**config.mk**
```make
export PLATFORM = sky130hd
export DESIGN_NAME = fpbr_ctrl
export DESIGN_NICKNAME = d
export VERILOG_FILES = /design/src/logic/fpbr_pkg.sv /design/src/logic/fpbr_ctrl.sv /design/src/logic/fpbr_clkgen.sv
export SDC_FILE = /design/constraint.sdc
export NUM_CORES = 1
export LEC_CHECK = 0
export ABC_AREA = 1
export ABC_CLOCK_PERIOD_IN_PS = 2260
export BUFFER_PORTS_ARGS = -buffer_cell sky130_fd_sc_hd__buf_2
export CAP_MARGIN = 10
export CELL_PAD_IN_SITES_DETAIL_PLACEMENT = 0
export CELL_PAD_IN_SITES_GLOBAL_PLACEMENT = 1
export CORE_MARGIN = 8
export CORE_UTILIZATION = 46
export DETAILED_ROUTE_END_ITERATION = 8
export GPL_ROUTABILITY_DRIVEN = 0
export HOLD_SLACK_MARGIN = 0.1
export PLACE_DENSITY = 0.87
export SLEW_MARGIN = 15
export SYNTH_ARGS = -nofsm -noshare
export SYNTH_HDL_FRONTEND = slang
export SYNTH_SLANG_ARGS = --single-unit
```
**constraint.sdc**
```tcl
create_clock -name clock_i -period 2.26 [get_ports clock_i]
set_clock_uncertainty 0.2 [all_clocks]
set_input_delay 0.113 -clock clock_i [delete_from_list [all_inputs] [get_ports clock_i]]
set_output_delay 0.113 -clock clock_i [all_outputs]
set_load 0.05 [all_outputs]
```
**src/logic/fpbr_pkg.sv**
```systemverilog
// Package: register map, command codes, configuration fields and timing of the flash read host
package fpbr_pkg;

   // ****************************************
   // Clock and access timing
   // ****************************************
   localparam int FPBR_CLK_MHZ = 20;
   localparam int FPBR_T_INIT_NS = 120;
   localparam int FPBR_T_PAGE_NS = 30;
   localparam int FPBR_T_WP_NS = 60;
   // Least times, rounded up to whole cycles
   localparam int FPBR_INIT_CYC = (FPBR_T_INIT_NS * FPBR_CLK_MHZ + 999) / 1000;
   localparam int FPBR_PAGE_CYC = (FPBR_T_PAGE_NS * FPBR_CLK_MHZ + 999) / 1000;
   localparam int FPBR_WP_CYC = (FPBR_T_WP_NS * FPBR_CLK_MHZ + 999) / 1000;

   // ****************************************
   // Software register map (byte offsets)
   // ****************************************
   localparam logic [7:0] FPBR_OFF_CMD = 8'h00;
   localparam logic [7:0] FPBR_OFF_ADDR = 8'h04;
   localparam logic [7:0] FPBR_OFF_WDATA = 8'h08;
   localparam logic [7:0] FPBR_OFF_STATUS = 8'h0C;
   localparam logic [7:0] FPBR_OFF_CONFIG = 8'h10;
   localparam logic [7:0] FPBR_OFF_RDATA = 8'h14;
   localparam int FPBR_BUF_BIT = 6;
   localparam int FPBR_AW = 24;

   // ****************************************
   // Operation codes written to the command register
   // ****************************************
   localparam logic [2:0] FPBR_OP_CMD = 3'h1;
   localparam logic [2:0] FPBR_OP_ARD = 3'h2;
   localparam logic [2:0] FPBR_OP_BRD = 3'h3;
   localparam logic [2:0] FPBR_OP_CFG = 3'h4;
   localparam logic [2:0] FPBR_OP_RRD = 3'h5;
   localparam logic [2:0] FPBR_OP_RBR = 3'h6;

   // ****************************************
   // Device command bytes
   // ****************************************
   localparam logic [15:0] FPBR_DEV_READ_ARRAY = 16'h00FF;
   localparam logic [15:0] FPBR_DEV_CFG_SETUP = 16'h0060;
   localparam logic [15:0] FPBR_DEV_CFG_CONFIRM = 16'h0003;

   // ****************************************
   // Read configuration fields
   // ****************************************
   localparam logic [15:0] FPBR_CFG_RESET = 16'hFFFF;
   localparam logic [15:0] FPBR_CFG_RSV_MASK = 16'h0038;
   localparam int FPBR_RM_BIT = 15;
   localparam int FPBR_LC_LSB = 11;
   localparam int FPBR_WP_BIT = 10;
   localparam int FPBR_DH_BIT = 9;
   localparam int FPBR_WD_BIT = 8;
   localparam int FPBR_BS_BIT = 7;
   localparam int FPBR_CE_BIT = 6;
   localparam logic [3:0] FPBR_LC_MIN = 4'h2;
   localparam logic [3:0] FPBR_LC_MAX = 4'hA;
   localparam logic [2:0] FPBR_BL_8 = 3'h2;
   localparam logic [2:0] FPBR_BL_16 = 3'h3;
   localparam logic [4:0] FPBR_LEN_8 = 5'h08;
   localparam logic [4:0] FPBR_LEN_16 = 5'h10;
   localparam logic [4:0] FPBR_LEN_REG = 5'h01;

   // ****************************************
   // Sequencer states, Gray-coded in declaration order; some jumps (idle entry and exit, burst start) flip two bits
   // ****************************************
   typedef enum logic [2:0] {
      FPBR_IDLE = 3'h0,
      FPBR_WR_PULSE = 3'h1,
      FPBR_WR_GAP = 3'h3,
      FPBR_RD_CEOFF = 3'h2,
      FPBR_RD_WAIT = 3'h6,
      FPBR_BU_ADV = 3'h7,
      FPBR_BU_LAT = 3'h5,
      FPBR_BU_DATA = 3'h4
   } fpbr_state_e;

endpackage

```
**src/logic/fpbr_ctrl.sv**
```systemverilog
// Host controller driving a page/burst NOR flash, with a classic Wishbone register slave
`timescale 1ns/1ps
`default_nettype none
// Overview of operation
// - Read-array command before array reads after writes
// - Async reads only while mode bit is one
// - Async read: ADV low, WE and RST high
// - Burst after config needs no read-array
// - Address latched at ADV rise or edge
// - Bursts of eight or sixteen, ended by CE
// - Config written by command, read via identifier
// - Latency codes two to ten only
// - Reserved configuration bits written as zero
// - Burst length codes 010 and 011 only
// - Config is 0x60 then 0x03, value on address
module fpbr_ctrl
   import fpbr_pkg::*;
(
   // Clock and reset
   input wire logic clock_i,
   input wire logic resetn_i,
   // Wishbone slave
   input wire logic wb_cyc_i,
   input wire logic wb_stb_i,
   input wire logic wb_we_i,
   input wire logic [7:0] wb_adr_i,
   input wire logic [3:0] wb_sel_i,
   input wire logic [31:0] wb_dat_i,
   output logic [31:0] wb_dat_o,
   output logic wb_ack_o,
   // Flash pins
   output logic [FPBR_AW-1:0] flash_addr_o,
   output logic flash_ce_n_o,
   output logic flash_oe_n_o,
   output logic flash_we_n_o,
   output logic flash_rst_n_o,
   output logic address_valid_n_o,
   output logic flash_clk_o,
   input wire logic flash_wait_i,
   input wire logic [15:0] flash_dq_i,
   output logic [15:0] flash_dq_o,
   output logic flash_dq_oe_o
);

   // ****************************************
   // State
   // ****************************************
   typedef struct packed {
      fpbr_state_e fsm;
      logic [2:0] op;
      logic ph;
      logic [3:0] tmr;
      logic [4:0] cnt;
      logic hold;
      logic wait_prev;
      logic [FPBR_AW-1:0] sw_addr;
      logic [15:0] wdata;
      logic [15:0] cfg;
      logic [15:0] rdata;
      logic [15:0][15:0] bbuf;
      logic need_ra;
      logic pg_ok;
      logic [FPBR_AW-4:0] pg_tag;
      logic err;
      logic ack;
      logic [31:0] dat;
      logic [FPBR_AW-1:0] fa;
      logic [15:0] dq;
      logic dq_oe;
      logic ce_n;
      logic oe_n;
      logic we_n;
      logic adv_n;
      logic rst_n;
      logic clk_en;
   } fpbr_ctrl_s;

   fpbr_ctrl_s st;
   fpbr_ctrl_s next_st;

   logic clk_valid;
   logic clk_sample;
   logic busy;
   logic hit;
   logic wact;
   logic weff;
   logic [3:0] lc;
   logic [2:0] bl;
   logic [4:0] blen;
   logic [15:0] cfg_val;
   logic cfg_bad;

   // ****************************************
   // Burst clock
   // ****************************************
   fpbr_clkgen u_clkgen (
      .clock_i(clock_i),
      .resetn_i(resetn_i),
      .en_i(st.clk_en),
      .rising_i(st.cfg[FPBR_CE_BIT]),
      .flash_clk_o(flash_clk_o),
      .valid_o(clk_valid),
      .sample_o(clk_sample)
   );

   // Decoded configuration and helper terms
   always_comb begin
      busy = (st.fsm != FPBR_IDLE);
      lc = st.cfg[FPBR_LC_LSB +: 4];
      bl = st.cfg[2:0];
      blen = (bl == FPBR_BL_16) ? FPBR_LEN_16 : FPBR_LEN_8;
      // Wait is read at its programmed active level
      wact = st.cfg[FPBR_WP_BIT] ? flash_wait_i : ~flash_wait_i;
      // With early deassertion the wait seen one clock before the word counts
      weff = st.cfg[FPBR_WD_BIT] ? st.wait_prev : wact;
      // Page stays usable only while CE has been held low since sensing
      hit = st.pg_ok & ~st.ce_n & (st.sw_addr[FPBR_AW-1:3] == st.pg_tag);
      // Reserved bits forced clear, order bit forced to linear
      cfg_val = (st.wdata & ~FPBR_CFG_RSV_MASK) | (16'h0001 << FPBR_BS_BIT);
      cfg_bad = (cfg_val[FPBR_LC_LSB +: 4] < FPBR_LC_MIN)
         || (cfg_val[FPBR_LC_LSB +: 4] > FPBR_LC_MAX)
         || ((cfg_val[2:0] != FPBR_BL_8) && (cfg_val[2:0] != FPBR_BL_16));
   end

   // ****************************************
   // Register access and sequencer
   // ****************************************
   // One pass builds the next state; bus writes, launches and pin phases
   always_comb begin
      next_st = st;
      next_st.rst_n = 1'b1;
      next_st.ack = wb_cyc_i & wb_stb_i & ~st.ack;
      // Bus access is served as ack rises
      if (next_st.ack) begin
         next_st.dat = 32'h0000_0000;
         if (wb_adr_i[FPBR_BUF_BIT]) begin
            next_st.dat = {16'h0000, st.bbuf[wb_adr_i[5:2]]};
         end else begin
            case (wb_adr_i)
               FPBR_OFF_ADDR: next_st.dat = {8'h00, st.sw_addr};
               FPBR_OFF_WDATA: next_st.dat = {16'h0000, st.wdata};
               FPBR_OFF_STATUS: next_st.dat = {19'h0, st.cnt, 4'h0, st.pg_ok, st.need_ra,
                  st.err, busy};
               FPBR_OFF_CONFIG: next_st.dat = {16'h0000, st.cfg};
               FPBR_OFF_RDATA: next_st.dat = {16'h0000, st.rdata};
               default: next_st.dat = 32'h0000_0000;
            endcase
         end
         if (wb_we_i) begin
            case (wb_adr_i)
               FPBR_OFF_ADDR: begin
                  if (wb_sel_i[0]) next_st.sw_addr[7:0] = wb_dat_i[7:0];
                  if (wb_sel_i[1]) next_st.sw_addr[15:8] = wb_dat_i[15:8];
                  if (wb_sel_i[2]) next_st.sw_addr[23:16] = wb_dat_i[23:16];
               end
               FPBR_OFF_WDATA: begin
                  if (wb_sel_i[0]) next_st.wdata[7:0] = wb_dat_i[7:0];
                  if (wb_sel_i[1]) next_st.wdata[15:8] = wb_dat_i[15:8];
               end
               FPBR_OFF_CMD: begin
                  if (wb_sel_i[0] && busy) begin
                     // A command while busy is dropped and flagged
                     next_st.err = 1'b1;
                  end else if (wb_sel_i[0]) begin
                     next_st.err = 1'b0;
                     next_st.op = wb_dat_i[2:0];
                     next_st.ph = 1'b0;
                     next_st.fa = st.sw_addr;
                     next_st.tmr = 4'(FPBR_WP_CYC);
                     case (wb_dat_i[2:0])
                        FPBR_OP_CMD: begin
                           next_st.dq = st.wdata;
                           next_st.pg_ok = 1'b0;
                           next_st.fsm = FPBR_WR_PULSE;
                        end
                        FPBR_OP_CFG: begin
                           if (cfg_bad) begin
                              next_st.err = 1'b1;
                           end else begin
                              // Value travels on the low address lines
                              next_st.fa = {8'h00, cfg_val};
                              next_st.dq = FPBR_DEV_CFG_SETUP;
                              next_st.pg_ok = 1'b0;
                              next_st.fsm = FPBR_WR_PULSE;
                           end
                        end
                        FPBR_OP_ARD, FPBR_OP_RRD: begin
                           if (!st.cfg[FPBR_RM_BIT]) begin
                              next_st.err = 1'b1;
                           end else if (wb_dat_i[2:0] == FPBR_OP_ARD && st.need_ra) begin
                              next_st.dq = FPBR_DEV_READ_ARRAY;
                              next_st.pg_ok = 1'b0;
                              next_st.fsm = FPBR_WR_PULSE;
                           end else if (wb_dat_i[2:0] == FPBR_OP_ARD && hit) begin
                              // Only the low word bits move: page buffer serves it
                              next_st.tmr = 4'(FPBR_PAGE_CYC);
                              next_st.fsm = FPBR_RD_WAIT;
                           end else begin
                              next_st.fsm = FPBR_RD_CEOFF;
                           end
                        end
                        FPBR_OP_BRD, FPBR_OP_RBR: begin
                           next_st.pg_ok = 1'b0;
                           if (st.cfg[FPBR_RM_BIT] || (bl != FPBR_BL_8 && bl != FPBR_BL_16)) begin
                              next_st.err = 1'b1;
                           end else if (wb_dat_i[2:0] == FPBR_OP_BRD && st.need_ra) begin
                              next_st.dq = FPBR_DEV_READ_ARRAY;
                              next_st.fsm = FPBR_WR_PULSE;
                           end else begin
                              next_st.fsm = FPBR_RD_CEOFF;
                           end
                        end
                        default: next_st.err = 1'b1;
                     endcase
                  end
               end
               default: ;
            endcase
         end
      end
      // Pin phases
      case (st.fsm)
         FPBR_IDLE: begin
            next_st.oe_n = 1'b1;
            next_st.we_n = 1'b1;
            next_st.dq_oe = 1'b0;
         end
         FPBR_WR_PULSE: begin
            next_st.ce_n = 1'b0;
            next_st.we_n = 1'b0;
            next_st.oe_n = 1'b1;
            next_st.adv_n = 1'b0;
            next_st.dq_oe = 1'b1;
            next_st.tmr = st.tmr - 4'h1;
            if (st.tmr == 4'h0) begin
               next_st.tmr = 4'(FPBR_WP_CYC);
               next_st.fsm = FPBR_WR_GAP;
            end
         end
         FPBR_WR_GAP: begin
            next_st.ce_n = 1'b1;
            next_st.we_n = 1'b1;
            next_st.dq_oe = 1'b0;
            next_st.tmr = st.tmr - 4'h1;
            if (st.tmr == 4'h0) begin
               next_st.tmr = 4'(FPBR_WP_CYC);
               case (st.op)
                  FPBR_OP_CMD: begin
                     // Anything but read-array leaves the array unreadable
                     next_st.need_ra = (st.dq != FPBR_DEV_READ_ARRAY);
                     next_st.fsm = FPBR_IDLE;
                  end
                  FPBR_OP_CFG: begin
                     if (!st.ph) begin
                        next_st.ph = 1'b1;
                        next_st.dq = FPBR_DEV_CFG_CONFIRM;
                        next_st.fsm = FPBR_WR_PULSE;
                     end else begin
                        next_st.cfg = st.fa[15:0];
                        next_st.need_ra = 1'b0;
                        next_st.fsm = FPBR_IDLE;
                     end
                  end
                  default: begin
                     next_st.need_ra = 1'b0;
                     next_st.fa = st.sw_addr;
                     next_st.fsm = FPBR_RD_CEOFF;
                  end
               endcase
            end
         end
         FPBR_RD_CEOFF: begin
            // One cycle of CE high forces the device to sense afresh
            next_st.ce_n = 1'b1;
            next_st.oe_n = 1'b1;
            next_st.tmr = 4'(FPBR_INIT_CYC);
            if (st.op == FPBR_OP_BRD || st.op == FPBR_OP_RBR) begin
               next_st.clk_en = 1'b1;
               next_st.fsm = FPBR_BU_ADV;
            end else begin
               next_st.fsm = FPBR_RD_WAIT;
            end
         end
         FPBR_RD_WAIT: begin
            next_st.ce_n = 1'b0;
            next_st.oe_n = 1'b0;
            next_st.we_n = 1'b1;
            next_st.adv_n = 1'b0;
            next_st.tmr = st.tmr - 4'h1;
            if (st.tmr == 4'h0) begin
               next_st.rdata = flash_dq_i;
               next_st.oe_n = 1'b1;
               next_st.fsm = FPBR_IDLE;
               if (st.op == FPBR_OP_ARD) begin
                  // CE stays low so the sensed group remains in the buffer
                  next_st.pg_ok = 1'b1;
                  next_st.pg_tag = st.fa[FPBR_AW-1:3];
               end else begin
                  // Register data is a single word: no page to reuse
                  next_st.ce_n = 1'b1;
                  next_st.pg_ok = 1'b0;
               end
            end
         end
         FPBR_BU_ADV: begin
            next_st.ce_n = 1'b0;
            next_st.oe_n = 1'b0;
            next_st.adv_n = 1'b0;
            next_st.cnt = 5'h00;
            next_st.hold = 1'b0;
            next_st.wait_prev = 1'b0;
            // Device takes the address on this edge with ADV low
            if (clk_valid) begin
               next_st.adv_n = 1'b1;
               next_st.tmr = 4'h0;
               next_st.fsm = FPBR_BU_LAT;
            end
         end
         FPBR_BU_LAT: begin
            if (clk_valid) begin
               next_st.tmr = st.tmr + 4'h1;
               if (st.tmr + 4'h1 == lc) begin
                  next_st.fsm = FPBR_BU_DATA;
               end
            end
         end
         FPBR_BU_DATA: begin
            if (clk_sample) begin
               next_st.wait_prev = wact;
               if (!weff && !st.hold) begin
                  next_st.bbuf[st.cnt[3:0]] = flash_dq_i;
                  if (st.cnt == 5'h00) next_st.rdata = flash_dq_i;
                  next_st.cnt = st.cnt + 5'h01;
                  next_st.hold = st.cfg[FPBR_DH_BIT];
                  // Register reads stop after their one held word
                  if (st.cnt + 5'h01 == ((st.op == FPBR_OP_RBR) ? FPBR_LEN_REG : blen)) begin
                     next_st.ce_n = 1'b1;
                     next_st.oe_n = 1'b1;
                     next_st.clk_en = 1'b0;
                     next_st.fsm = FPBR_IDLE;
                  end
               end else if (!weff) begin
                  next_st.hold = 1'b0;
               end
            end
         end
         default: next_st.fsm = FPBR_IDLE;
      endcase
   end

   // State register; the shadow starts in asynchronous page mode
   always_ff @(posedge clock_i or negedge resetn_i) begin
      if (!resetn_i) begin
         st <= '0;
         st.fsm <= FPBR_IDLE;
         st.cfg <= FPBR_CFG_RESET;
         st.ce_n <= 1'b1;
         st.oe_n <= 1'b1;
         st.we_n <= 1'b1;
      end else begin
         st <= next_st;
      end
   end

   // ****************************************
   // Outputs
   // ****************************************
   assign wb_dat_o = st.dat;
   assign wb_ack_o = st.ack;
   assign flash_addr_o = st.fa;
   assign flash_ce_n_o = st.ce_n;
   assign flash_oe_n_o = st.oe_n;
   assign flash_we_n_o = st.we_n;
   assign flash_rst_n_o = st.rst_n;
   assign address_valid_n_o = st.adv_n;
   assign flash_dq_o = st.dq;
   assign flash_dq_oe_o = st.dq_oe;
endmodule
`default_nettype wire

```
**src/logic/fpbr_clkgen.sv**
```systemverilog
// Burst clock divider: drives the flash clock and marks its valid and sampling edges
`timescale 1ns/1ps
`default_nettype none
module fpbr_clkgen
   import fpbr_pkg::*;
(
   // Clock and reset
   input wire logic clock_i,
   input wire logic resetn_i,
   // Control
   input wire logic en_i,
   input wire logic rising_i,
   // Outputs
   output logic flash_clk_o,
   output logic valid_o,
   output logic sample_o
);

   typedef struct packed {
      logic clk;
      logic valid;
      logic sample;
   } fpbr_clkgen_s;

   fpbr_clkgen_s st;
   fpbr_clkgen_s next_st;

   // Half the system rate; the clock rests high outside bursts so that
   // asynchronous reads see a steady high level
   always_comb begin
      next_st = st;
      next_st.clk = en_i ? ~st.clk : 1'b1;
      next_st.valid = en_i & ((~st.clk) == rising_i);
      next_st.sample = en_i & ((~st.clk) != rising_i);
   end

   // State register
   always_ff @(posedge clock_i or negedge resetn_i) begin
      if (!resetn_i) begin
         st <= '{clk: 1'b1, valid: 1'b0, sample: 1'b0};
      end else begin
         st <= next_st;
      end
   end

   assign flash_clk_o = st.clk;
   assign valid_o = st.valid;
   assign sample_o = st.sample;

endmodule
`default_nettype wire

```
==> metrics <==
status complete, no violations; gr busiest metal met2; worst setup path startpoint st[386]$_DFFE_PN1P_; syn avg cell area between 8 and 9 µm²; grt met1 use 0.318; fmax 452 MHz; Slew HR 0.280; crit path max fanout 8; VDD IR max 0.608 mV; commonest non-fill, non-tap cell in the layout nand2_1; first drt pass iteration count 6; Slew Limit Fails 0; I/O Buffers 128; CTS Sinks ~450; clk_lat worst skew roughly 0.6 ns; DR WL/cell 20.2 µm; share of cells above drive strength 1 0.158; Int Pwr 14,400 µW; RSZ-0062 raised after global routing true; CTS Buffer Depth 3; number of synthesized flops with an enable pin 0; worst path required time around 2.5 ns; ys flop type dfrtp_1; die area between 50,000 and 60,000 µm²; dpl hpwl 43.7 mm; number of DRC markers in iteration 0 between 1,500 and 2,000; Worst path depth 10; diode count 0; first-pass GRT wire length just over 100 mm; Netlist cell types between 50 and 60; Mapped Cells ~2,500; Power Density just under 800 nW/µm²; hold crit path type input pin to register; WP data arrival between 2 and 2.5 ns; final worst path period need 2.21 ns; CP Class register to register; Max Cap Viol 0; Switch Pwr around 5400 µW; register area share after synthesis 0.526; # IOs ~150; synthesis-to-layout area growth 18.8%; Final Setup Violations 0; GRT Total Usage 0.242; Die H 231 µm; core area around 45,000 µm²; final wirelength about 66 mm; row cnt between 70 and 80; Fin Hold WS approximately 0.12 ns; Netlist Area Pre-Place approximately 21,000 µm²; H-tree depth 2; initial antenna violation count 1; Fillers just over 4,000; Seq cells post-synth 445; Hold Path Depth 7; Reg power frac 0.445; CP cell instances xnor2_2, nand2_2, nand4_4, nor2_4, inv_4, nor2_4, nand2_4, clkbuf_16, nand2_1, o21ai_1; CTS root buffer clkbuf_16; vias per std cell ~5.6; TNS Setup 0 ns; most frequent cells in the layout nand2_1, dfrtp_1, o21ai_0; # placed instances 3,113; reg-to-reg slack, setup about 0.047 ns; Synth warnings 0; Fin. Hold Viols 0; Worst-path clk slew about 0.06 ns; Crit-path slowest cell dfstp_2; RR Startpoint st[386]$_DFFE_PN1P_; delay-heaviest family, CP simple AND/OR/NAND/NOR gates; crit path capture type register; Overflow after GRT 0; Vias around 18,000; M3 GR Usage 0.0475; Worst Max-Slew Pin Slew between 1 and 1.5 ns; Worst Path Buf+Inv 2; Leakage around 0.012 µW; GR Util met2 0.385; Antenna Nets Post-Route 0; Synth async-reset ratio 1.00; Non-Filler Instances 3,282; fin crit share 0.979; Clk pwr share 0.432; Sw Ratio 0.272; Die X between 200 and 250 µm; largest net degree at the start of global routing 66; most numerous cell on the critical path nor2_4; # DRC 0; total CTS buffers approximately 50; combinational power share 0.123; CTS tree yes; Crit path largest cell delay approximately 0.57 ns; power consumption 19,800 µW; Layout Nets 2,713; starting density of the core 0.466; Critical Path Start Type register; worst r2r path cells 10; vias in the first global route roughly 18,000
[stage by stage]
stage	setup WS, ns	instance area (µm²)	util
final	0.0474	25200	0.554
after global placement	0.0225	22500	0.495
after CTS	0.00834	24900	0.548
after detailed placement	-0.0691	22500	0.495
after floorplan	0.218	21200	-
after global routing	-0.0187	25200	0.554
[how the worst min path moves through the flow]
| stage | slack (ns) | end | start |
|---|---|---|---|
| after floorplan | -0.38 | asynchronous set/reset pin | resetn_i |
| after global placement | -0.06 | st[428]$_DFFE_PN0P_ | resetn_i |
| after detailed placement | -0.05 | st[428]$_DFFE_PN0P_ | resetn_i |
| after CTS | 0.10 | wb_dat_o[3]$_DFFE_PN0P_ | wb_adr_i[4] |
| after global routing | 0.14 | wb_dat_o[3]$_DFFE_PN0P_ | wb_adr_i[4] |
| final | 0.12 | wb_dat_o[3]$_DFFE_PN0P_ | wb_adr_i[4] |
[per-layer routing]
metal / vias to the layer above / part of all wire
li1: 8463 / -
met1: 8913 / 0.41
met2: 800 / 0.46
met3: 151 / 0.082
met4: 0 / 0.044
met5: - / 0
[cell families (layout without fill, tap and decap cells)]
group                      count (synthesis)  after routing  synth area share
AOI/OAI and AO/OA                        570            570             0.153
xor gates and xnor gates                  30             30            0.0124
adders and majority gates                  6              6           0.00354
buffers and inverters                    390            571            0.0886
DFF                                      445            445             0.526
other                                      2              9          0.000354
and+or+nand+nor                         1051           1051             0.216
[repair_timing]
action / in CTS / in global routing
gates cloned: 0 / 5
hold buffers: 66 / 0
pin swaps: 0 / 10
gates resized for setup: 1 / 31
buffers inserted: 0 / 6
hold endpoints to repair: 812 / 0
endpoints found under the setup margin: 16 / 198
[Yosys cell counts, types with 3 or more instances]
cell | number | area [µm²]
nand2_1 | 735 | 2760
dfrtp_1 | 425 | 10600
o21ai_0 | 269 | 1350
inv_1 | 167 | 627
nand3_1 | 94 | 470
o21ai_1 | 94 | 470
nor2_1 | 92 | 345
a22oi_1 | 79 | 593
buf_4 | 77 | 578
a21oi_1 | 61 | 305
clkbuf_1 | 59 | 221
buf_2 | 56 | 280
nand4_1 | 44 | 275
nor3_1 | 37 | 185
dfstp_2 | 20 | 526
xor2_1 | 20 | 175
o22ai_1 | 19 | 119
o21ai_2 | 16 | 140
o211ai_1 | 15 | 113
inv_2 | 13 | 48.8
xnor2_1 | 10 | 87.6
nor2_2 | 9 | 56.3
a32o_1 | 8 | 80.1
buf_1 | 7 | 26.3
buf_6 | 7 | 78.8
nand3_4 | 7 | 123
ha_1 | 6 | 75.1
nor2_4 | 5 | 56.3
nand2_2 | 4 | 25.0
nand3_2 | 4 | 40.0
nand3b_1 | 3 | 22.5
nand4_4 | 3 | 63.8
[layout make-up]
cell class | instances | area [µm²] | area share
clock buffer | 68 | 1400 | 0.0555
multi-input combinational | 1666 | 8310 | 0.330
sequential | 445 | 11200 | 0.443
inverter | 182 | 694 | 0.0276
clock inverter | 24 | 347 | 0.0138
timing repair buffer | 297 | 2530 | 0.101
tap | 600 | 751 | 0.0298
[power by group through the flow]
| stage | clock network [µW] | logic, µW | registers [µW] |
|---|---|---|---|
| finish | 8550 | 2440 | 8820 |
| global route | 8990 | 2690 | 8860 |
| CTS | 8680 | 2380 | 8810 |
| detailed placement | 0 | 2290 | 8940 |
| global placement | 0 | 2240 | 8920 |
| floorplan | 0 | 1480 | 8860 |
[worst register-to-register path, cell delays in order (launching register included)]
cell and delay, ns:
dfstp_2 0.57, xnor2_2 0.08, nand2_2 0.11, nand4_4 0.13, nor2_4 0.26, inv_4 0.08, nor2_4 0.21, nand2_4 0.13
clkbuf_16 0.20, nand2_1 0.06, o21ai_1 0.06
Power figures use the tool's default switching activity.
